<file path="config.mk">
export PLATFORM = sky130hd
export DESIGN_NAME = nvram_host
export DESIGN_NICKNAME = d
export VERILOG_FILES = /design/src/verilog/nvram_host_pkg.sv /design/src/verilog/nvram_host.sv
export SDC_FILE = /design/constraint.sdc
export NUM_CORES = 1
export LEC_CHECK = 0
export BUFFER_PORTS_ARGS = -buffer_cell sky130_fd_sc_hd__buf_2
export CAP_MARGIN = 25
export CORE_UTILIZATION = 35
export CTS_BUF_LIST = sky130_fd_sc_hd__clkbuf_4 sky130_fd_sc_hd__clkbuf_8 sky130_fd_sc_hd__clkbuf_16
export DETAILED_ROUTE_END_ITERATION = 10
export PLACE_DENSITY = 0.62
export SLEW_MARGIN = 0
export SYNTH_ARGS = -nofsm -noshare
export SYNTH_HDL_FRONTEND = slang
export SYNTH_SLANG_ARGS = --single-unit
export TNS_END_PERCENT = 10
</file>
<file path="constraint.sdc">
create_clock -name clock -period 2.2 [get_ports clock]
set_input_delay 0.11 -clock clock [delete_from_list [all_inputs] [get_ports clock]]
set_output_delay 0.11 -clock clock [all_outputs]
set_load 0.03 [all_outputs]
</file>
<file path="src/verilog/nvram_host_pkg.sv">
package nvram_host_pkg;

   // ****************************************
   // geometry
   // ****************************************
   localparam int ADDR_W = 21;
   localparam int DATA_W = 8;
   localparam int DEPTH = 2097152;

   // ****************************************
   // timing
   // ****************************************
   localparam int CLOCK_HZ = 25000000;
   localparam int STARTUP_US = 2000;
   localparam int STARTUP_CYCLES = (CLOCK_HZ / 1000000) * STARTUP_US;
   localparam int ACCESS_NS = 35;
   localparam int CLOCK_NS = 40;
   // strobe low cycles, at least one, rounds up
   localparam int STROBE_CYCLES = (ACCESS_NS + CLOCK_NS - 1) / CLOCK_NS;
   localparam int CNT_W = 17;

   // ****************************************
   // reset values
   // ****************************************
   localparam logic [ADDR_W-1:0] ADDR_RST = 21'h000000;
   localparam logic [DATA_W-1:0] DATA_RST = 8'h00;

   typedef enum logic [2:0] {
      ST_STARTUP = 3'b000,
      ST_IDLE    = 3'b001,
      ST_SETUP   = 3'b011,
      ST_STROBE  = 3'b111,
      ST_END     = 3'b101
   } phase_e;

   // pins toward the memory
   typedef struct packed {
      logic [ADDR_W-1:0] addr;
      logic select_n;
      logic write_n;
      logic drive_n;
      logic [DATA_W-1:0] dq_out;
      logic dq_oe_n;
   } mem_pins_s;

   // user request
   typedef struct packed {
      logic valid;
      logic write;
      logic [ADDR_W-1:0] addr;
      logic [DATA_W-1:0] wdata;
   } req_s;

   typedef struct packed {
      phase_e phase;
      logic [CNT_W-1:0] count;
      logic write;
      mem_pins_s pins;
      logic [DATA_W-1:0] rdata;
      logic rvalid;
      logic ready;
   } host_state_s;

endpackage

</file>
<file path="src/verilog/nvram_host.sv">
`timescale 1ns/1ps
// Summary of operation
// - select, strobe, drive levels set mode
// - no access for 2 ms after power
// - select and strobe high during startup
// - reset holds controls high past startup
// - brownout restarts the full startup wait
// - write strobe high throughout every read
// - address valid before select falls
module nvram_host (
   input wire logic clock,
   input wire logic resetn,
   input wire logic supply_low,
   input wire nvram_host_pkg::req_s req,
   output logic req_ready,
   output logic [nvram_host_pkg::DATA_W-1:0] rdata,
   output logic rvalid,
   output logic startup_done,
   output nvram_host_pkg::mem_pins_s pins,
   input wire logic [nvram_host_pkg::DATA_W-1:0] dq_in
);

   // ****************************************
   // reset release
   // ****************************************
   logic rst_meta_ff;
   logic rst_sync_ff;

   always_ff @(posedge clock or negedge resetn) begin
      if (!resetn) begin
         rst_meta_ff <= 1'b0;
         rst_sync_ff <= 1'b0;
      end else begin
         rst_meta_ff <= 1'b1;
         rst_sync_ff <= rst_meta_ff;
      end
   end

   // ****************************************
   // sequencer
   // ****************************************
   nvram_host_pkg::host_state_s state_ff;
   nvram_host_pkg::host_state_s nxt_state;

   // ****************************************
   // cycle limits
   // ****************************************
   localparam logic [nvram_host_pkg::CNT_W-1:0] STARTUP_LAST =
      nvram_host_pkg::CNT_W'(nvram_host_pkg::STARTUP_CYCLES - 1);
   localparam logic [nvram_host_pkg::CNT_W-1:0] STROBE_LAST =
      nvram_host_pkg::CNT_W'(nvram_host_pkg::STROBE_CYCLES - 1);

   always_comb begin
      nxt_state = state_ff;
      nxt_state.rvalid = 1'b0;
      case (state_ff.phase)
         nvram_host_pkg::ST_STARTUP: begin
            // controls parked high, bus released
            nxt_state.pins.select_n = 1'b1;
            nxt_state.pins.write_n = 1'b1;
            nxt_state.pins.drive_n = 1'b1;
            nxt_state.pins.dq_oe_n = 1'b1;
            if (state_ff.count == STARTUP_LAST) begin
               nxt_state.phase = nvram_host_pkg::ST_IDLE;
               nxt_state.ready = 1'b1;
            end else begin
               nxt_state.count = state_ff.count + 1'b1;
            end
         end
         nvram_host_pkg::ST_IDLE: begin
            // controls parked between accesses
            nxt_state.pins.select_n = 1'b1;
            nxt_state.pins.write_n = 1'b1;
            nxt_state.pins.drive_n = 1'b1;
            nxt_state.pins.dq_oe_n = 1'b1;
            if (req.valid) begin
               // address first, select later
               nxt_state.pins.addr = req.addr;
               nxt_state.pins.dq_out = req.wdata;
               nxt_state.write = req.write;
               nxt_state.ready = 1'b0;
               nxt_state.phase = nvram_host_pkg::ST_SETUP;
            end
         end
         nvram_host_pkg::ST_SETUP: begin
            nxt_state.pins.select_n = 1'b0;
            nxt_state.count = '0;
            if (state_ff.write) begin
               nxt_state.pins.write_n = 1'b0;
               nxt_state.pins.drive_n = 1'b1;
               nxt_state.pins.dq_oe_n = 1'b0;
            end else begin
               nxt_state.pins.write_n = 1'b1;
               nxt_state.pins.drive_n = 1'b0;
               nxt_state.pins.dq_oe_n = 1'b1;
            end
            nxt_state.phase = nvram_host_pkg::ST_STROBE;
         end
         nvram_host_pkg::ST_STROBE: begin
            if (state_ff.count == STROBE_LAST) begin
               if (!state_ff.write) begin
                  nxt_state.rdata = dq_in;
                  nxt_state.rvalid = 1'b1;
               end
               // both controls rise together, ends write
               nxt_state.pins.select_n = 1'b1;
               nxt_state.pins.write_n = 1'b1;
               nxt_state.pins.drive_n = 1'b1;
               nxt_state.phase = nvram_host_pkg::ST_END;
            end else begin
               nxt_state.count = state_ff.count + 1'b1;
            end
         end
         nvram_host_pkg::ST_END: begin
            // data held one cycle past strobe rise
            nxt_state.pins.select_n = 1'b1;
            nxt_state.pins.write_n = 1'b1;
            nxt_state.pins.drive_n = 1'b1;
            nxt_state.pins.dq_oe_n = 1'b1;
            nxt_state.ready = 1'b1;
            nxt_state.phase = nvram_host_pkg::ST_IDLE;
         end
         default: begin
            // lost state: park and wait again
            nxt_state.phase = nvram_host_pkg::ST_STARTUP;
            nxt_state.count = '0;
            nxt_state.ready = 1'b0;
            nxt_state.pins.select_n = 1'b1;
            nxt_state.pins.write_n = 1'b1;
            nxt_state.pins.drive_n = 1'b1;
            nxt_state.pins.dq_oe_n = 1'b1;
         end
      endcase
      // low supply aborts and restarts the wait
      if (supply_low) begin
         nxt_state.phase = nvram_host_pkg::ST_STARTUP;
         nxt_state.count = '0;
         nxt_state.ready = 1'b0;
         // aborted read gives no answer
         nxt_state.rvalid = 1'b0;
         nxt_state.pins.select_n = 1'b1;
         nxt_state.pins.write_n = 1'b1;
         nxt_state.pins.drive_n = 1'b1;
         nxt_state.pins.dq_oe_n = 1'b1;
      end
   end

   always_ff @(posedge clock or negedge rst_sync_ff) begin
      if (!rst_sync_ff) begin
         state_ff.phase <= nvram_host_pkg::ST_STARTUP;
         state_ff.count <= '0;
         state_ff.write <= 1'b0;
         state_ff.pins.addr <= nvram_host_pkg::ADDR_RST;
         state_ff.pins.select_n <= 1'b1;
         state_ff.pins.write_n <= 1'b1;
         state_ff.pins.drive_n <= 1'b1;
         state_ff.pins.dq_out <= nvram_host_pkg::DATA_RST;
         state_ff.pins.dq_oe_n <= 1'b1;
         state_ff.rdata <= nvram_host_pkg::DATA_RST;
         state_ff.rvalid <= 1'b0;
         state_ff.ready <= 1'b0;
      end else begin
         state_ff <= nxt_state;
      end
   end

   // ****************************************
   // outputs
   // ****************************************
   assign pins = state_ff.pins;
   assign rdata = state_ff.rdata;
   assign rvalid = state_ff.rvalid;
   assign req_ready = state_ff.ready;
   assign startup_done = state_ff.phase != nvram_host_pkg::ST_STARTUP;

endmodule

</file>
; Word level (Yosys, flattened, before mapping)
; Cells that the tools add are included.
[totals]
inputBits = 42
out_inout_bits = 44
register_bits = 66
[op_classes]
n_reduce_logical = 10
bitwise_logic = 1
n_addsub = 1
mux = 22
eq_ne = 13
[op_table]
columns = op, count
row1 = $pmux 17 s3, 1
row2 = $mux 17, 2
row3 = $mux 20, 1
row4 = $add 17x1->17 const B, 1
row5 = $eq 17x16->1 const B, 1
row6 = $logic_not 17->1, 1
row7 = $mux 3, 5
row8 = $ne 3x3->1 const B, 5
row9 = $pmux 3 s5, 1
row10 = $reduce_and 3->1, 4
row11 = $mux 1, 7
row12 = $eq 3x3->1 const B, 2
row13 = $pmux 3 s2, 1
row14 = $mux 2, 2
row15 = $ne 2x1->1 const B, 2
row16 = $pmux 1 s4, 1
row17 = $reduce_or 2->1, 2
row18 = $eq 3x1->1 const B, 1
row19 = $eq 3x2->1 const B, 1
row20 = $logic_not 3->1, 1
row21 = $reduce_bool 3->1, 1
row22 = $ne 2x2->1 const B, 1
row23 = $pmux 1 s2, 1
row24 = $reduce_and 2->1, 1
row25 = $not 1->1, 1

; Depth between registers and ports, before layout
[logic_depth]
word_depth = 4
mapped_depth = 8

; Worst setup path before layout
; OpenSTA, ideal clock, no wires.
[synth_timing]
path_kind = reg-to-reg
startpoint = register state_ff[44] (netlist name)
endpoint = register state_ff[59] (netlist name)
t_arrival_ps = 2405
path_slack_ps = -331
path_buffers = 1
setup_time_ps = 126
path_stages_with_launch = 9
path_cell_list = dfrtp_1 inv_1 ha_1 or4b_1 or4_4 a32o_2 buf_6 and3_1 a221o_1
[synth_between]
elab_chain_len = 4
[synth_rtl]
columns = element, line_no
row1 = from (decl), nvram_host.sv:42  ; nvram_host_pkg::host_state_s state_ff;
row2 = from (signal assigned), nvram_host.sv:163  ; state_ff <= nxt_state;
row3 = $add 17x1->17, "nvram_host.sv:67, nvram_host.sv:111"
row4 = $mux 17 (on tied branches), "nvram_host.sv:100, nvram_host.sv:63"
row5 = $pmux 17 s3, nvram_host.sv:56  ; case (state_ff.phase)
row6 = $mux 20, nvram_host.sv:135  ; if (supply_low) begin
; Several ways; a longest one is shown, not always the timed one. The select of a mux whose other input is x is not followed.
; A chain may end at the register's enable or synchronous reset.

; Worst setup path after layout
[layout_timing]
startpoint = register state_ff[44] (netlist name)
endpoint = register state_ff[56] (netlist name)
; The elaborated chain is that of the path after synthesis.

==> qor.yml <==
timing:
  setup_viol: 25
  fin_skew_ns: 0.00715
  finalCritPeriodShare_pct: 112
  rsz0062_at_grt: "true"
  post-route-min-period_ns: 2.46
  fmax_mhz: 406
  fin_ws_ns: -0.265
  finalHoldViolations: 0
  slew_violations: 0
pwr:
  power_density_nw_per_um2: 630
  ir_worst_vdd_uv: 354
  power_w: 0.00279
  leakage_nw: 2.22
job:
  maxCapViolCount: 0
run_status:
  status: "complete, but fails checks"
  violations: "DRC, setup timing"
die:
  die_w_um: 98.0
  dieArea_um2: 9600
  ioPinCount: 86
  rows: 34
  coreArea_um2: 8810
  die_h_um: 98.0
  initial_core_util_pct: 36.6
yosys:
  ys_seq_area_share_pct: 51.4
  syn-cell-area_um2: 3220
  synth_ff_type: "dfrtp_1"
  synth_top_cell_area_share_pct: 48.1
  yosys_warnings: 0
  async_flop_share_pct: 100
  synth.distinct_cells: 44
  yosysTopAreaCell: "dfrtp_1"
  synth_cells: 284
  synth_top_cells_by_area: "dfrtp_1, mux2_2, buf_4"
  synth_fp_nets: 328
  synth-seq-cells: 66
  synth-edff-count: 0
  avgSynthCellArea_um2: 11.3
placed_design:
  dp_hpwl_mm: 4.82
  gp_congestion: 0.829
  place_area_um2: 3710
  io_buffer_count: 85
routing:
  drtIter0Drc: 92
  avgRoutedWirePerCell_um: 14.1
  routed_via_density: 4.96
  post-route-drc-count: 8
  drtAntennaViolNets: 0
  drt_pass1_iterations: 7
  vias: 2551
  wl_mm: 7.25
clocking:
  cts_sinks: 66
  cts_inserted_buffers: 9
  cts_tree: "done"
  htreeDepth: 3
  path_clk_slew_ns: 0.07
  clock_path_buffers: 2
  root_buffer: "clkbuf_8"
  worstSkewPairLatency_ns: 0.34
  post_cts_buffers: 0
cells_and_area:
  n_antenna_cell: 0
  final_core_util_pct: 50.2
  drive_gt1_share_pct: 47.8
  fin_area_um2: 4420
  fin_nets: 445
  areaGrowthSynthToFinish_pct: 37.2
global_routing:
  grt_pass1_vias: 2612
  grt_pass1_wl_mm: 12.0
  antenna_found_initial: 0
  grt_usage_pct: 15.7
  overflow: 0
  grt_max_degree: 46
setup_path:
  critPathKind: "reg -> reg"
  reg2reg_from: "state_ff[44]"
  r2r_setup_slack_ns: -0.26
  endpoint_kind: "flip-flop"
  ff2ff_path_depth: 7
  cp.arrival_ns: 2.69
  worstPathMaxFanout: 12
  r2r_end: "state_ff[56]"
  startpoint_type: "flip-flop"
  required_ns: 2.42
hold_path:
  hold_class: "in -> reg"
  whs_endpoint: "pins[19]"
  holdPathStages: 2
  hp-start: "req[15]"
-- flip-flops by register name, indices dropped and copies added (netlist names) --
name and count:
req_ready 1, rvalid 1, rst_sync_ff 1, state_ff 21, rst_meta_ff 1, rdata 8
pins 33
-- what timing repair did --
item	4_1_cts	5_1_grt
hold buffers	38	1
endpoints found under the setup margin	26	26
cloned	1	0
gates resized for setup	11	13
endpoints found under the hold margin	39	1
pin swaps	2	0
-- cell type report --
type | instances | area (um2)
clock buffer | 12 | 153
timing repair buffer | 156 | 1100
clock inverter | 4 | 51.3
tap | 108 | 135
multi-input combinational | 161 | 1300
fill | 801 | 4380
inverter | 7 | 26.3
sequential | 66 | 1660
-- cells in the final DEF (no fill, tap or decap), drive strengths merged, types with 3 or more instances in the layout --
cell         instances
nand2b               3
nor2                14
nor3                 4
inv                  7
buf                117
dfstp                4
dfrtp               62
a31oi                4
o21ai                7
nand4                4
a221o                8
and3                10
o2111ai              3
nand2               17
mux2                38
dlygate4sd3         39
or4                  5
clkbuf              12
nand3               10
a21oi                8
-- stage by stage --
step | hold slack (ns) | cells | worst slack [ns] | TNS (ns)
2_1_floorplan | -0.186 | 284 | -0.294 | -3.96
3_3_place_gp | -0.104 | 458 | -0.291 | -6.31
3_5_place_dp | -0.103 | 458 | -0.327 | -6.73
4_1_cts | 0.00306 | 513 | -0.281 | -5.88
5_1_grt | 0.00722 | 514 | -0.382 | -8.04
6_report | 0.0112 | 514 | -0.265 | -5.17
-- cells by family after synthesis --
family,synth area share (%)
xor gates and xnor gates,0.272
other,0.116
adders and majority gates,0.776
muxes,13.3
DFF,51.4
and+or+nand+nor,13.3
buffers and inverters,11.8
AOI/OAI and AO/OA,9.01
-- Yosys cell counts (3+ instances only) --
cell type / n
a21oi_1: 8
a221o_1: 8
a31oi_1: 4
and3_1: 10
buf_4: 41
clkbuf_1: 7
dfrtp_1: 62
dfstp_2: 4
inv_1: 7
mux2_2: 38
nand2_1: 17
nand2b_1: 3
nand3_1: 10
nand4_1: 4
nor2_1: 14
nor3_1: 3
o2111ai_1: 3
o21ai_0: 6
or4_1: 3
-- where the power goes --
group / internal [W] / switching, W
Clock: 0.000580 / 0.000465
Sequential: 0.00127 / 0.0000382
Combinational: 0.000202 / 0.000229
-- worst max path at each step --
stage	startpoint	to	slack, ns	cells after the start
after floorplan	state_ff[44]	state_ff[59]	-0.29	8
after detailed placement	state_ff[45]	state_ff[59]	-0.33	7
after global placement	state_ff[44]	state_ff[53]	-0.29	7
after CTS	state_ff[45]	state_ff[56]	-0.28	7
after global routing	state_ff[44]	state_ff[56]	-0.38	7
final	state_ff[44]	state_ff[56]	-0.26	7
-- metal layers --
layer / GRT usage (%) / routed length, um
met1: 18.8 / 3180
met2: 26.8 / 3550
met3: 3.87 / 331
met4: 7.11 / 190
met5: 0 / 0
-- worst max-delay path, stage by stage (launching register included) --
cell and delay, ns:
dfrtp_1 0.38, inv_2 0.06, ha_1 0.12, or4b_4 0.45, or4_4 0.53, a32o_4 0.36, and3_1 0.19, a221o_1 0.26
No activity file was read; power rests on OpenSTA's default activity.
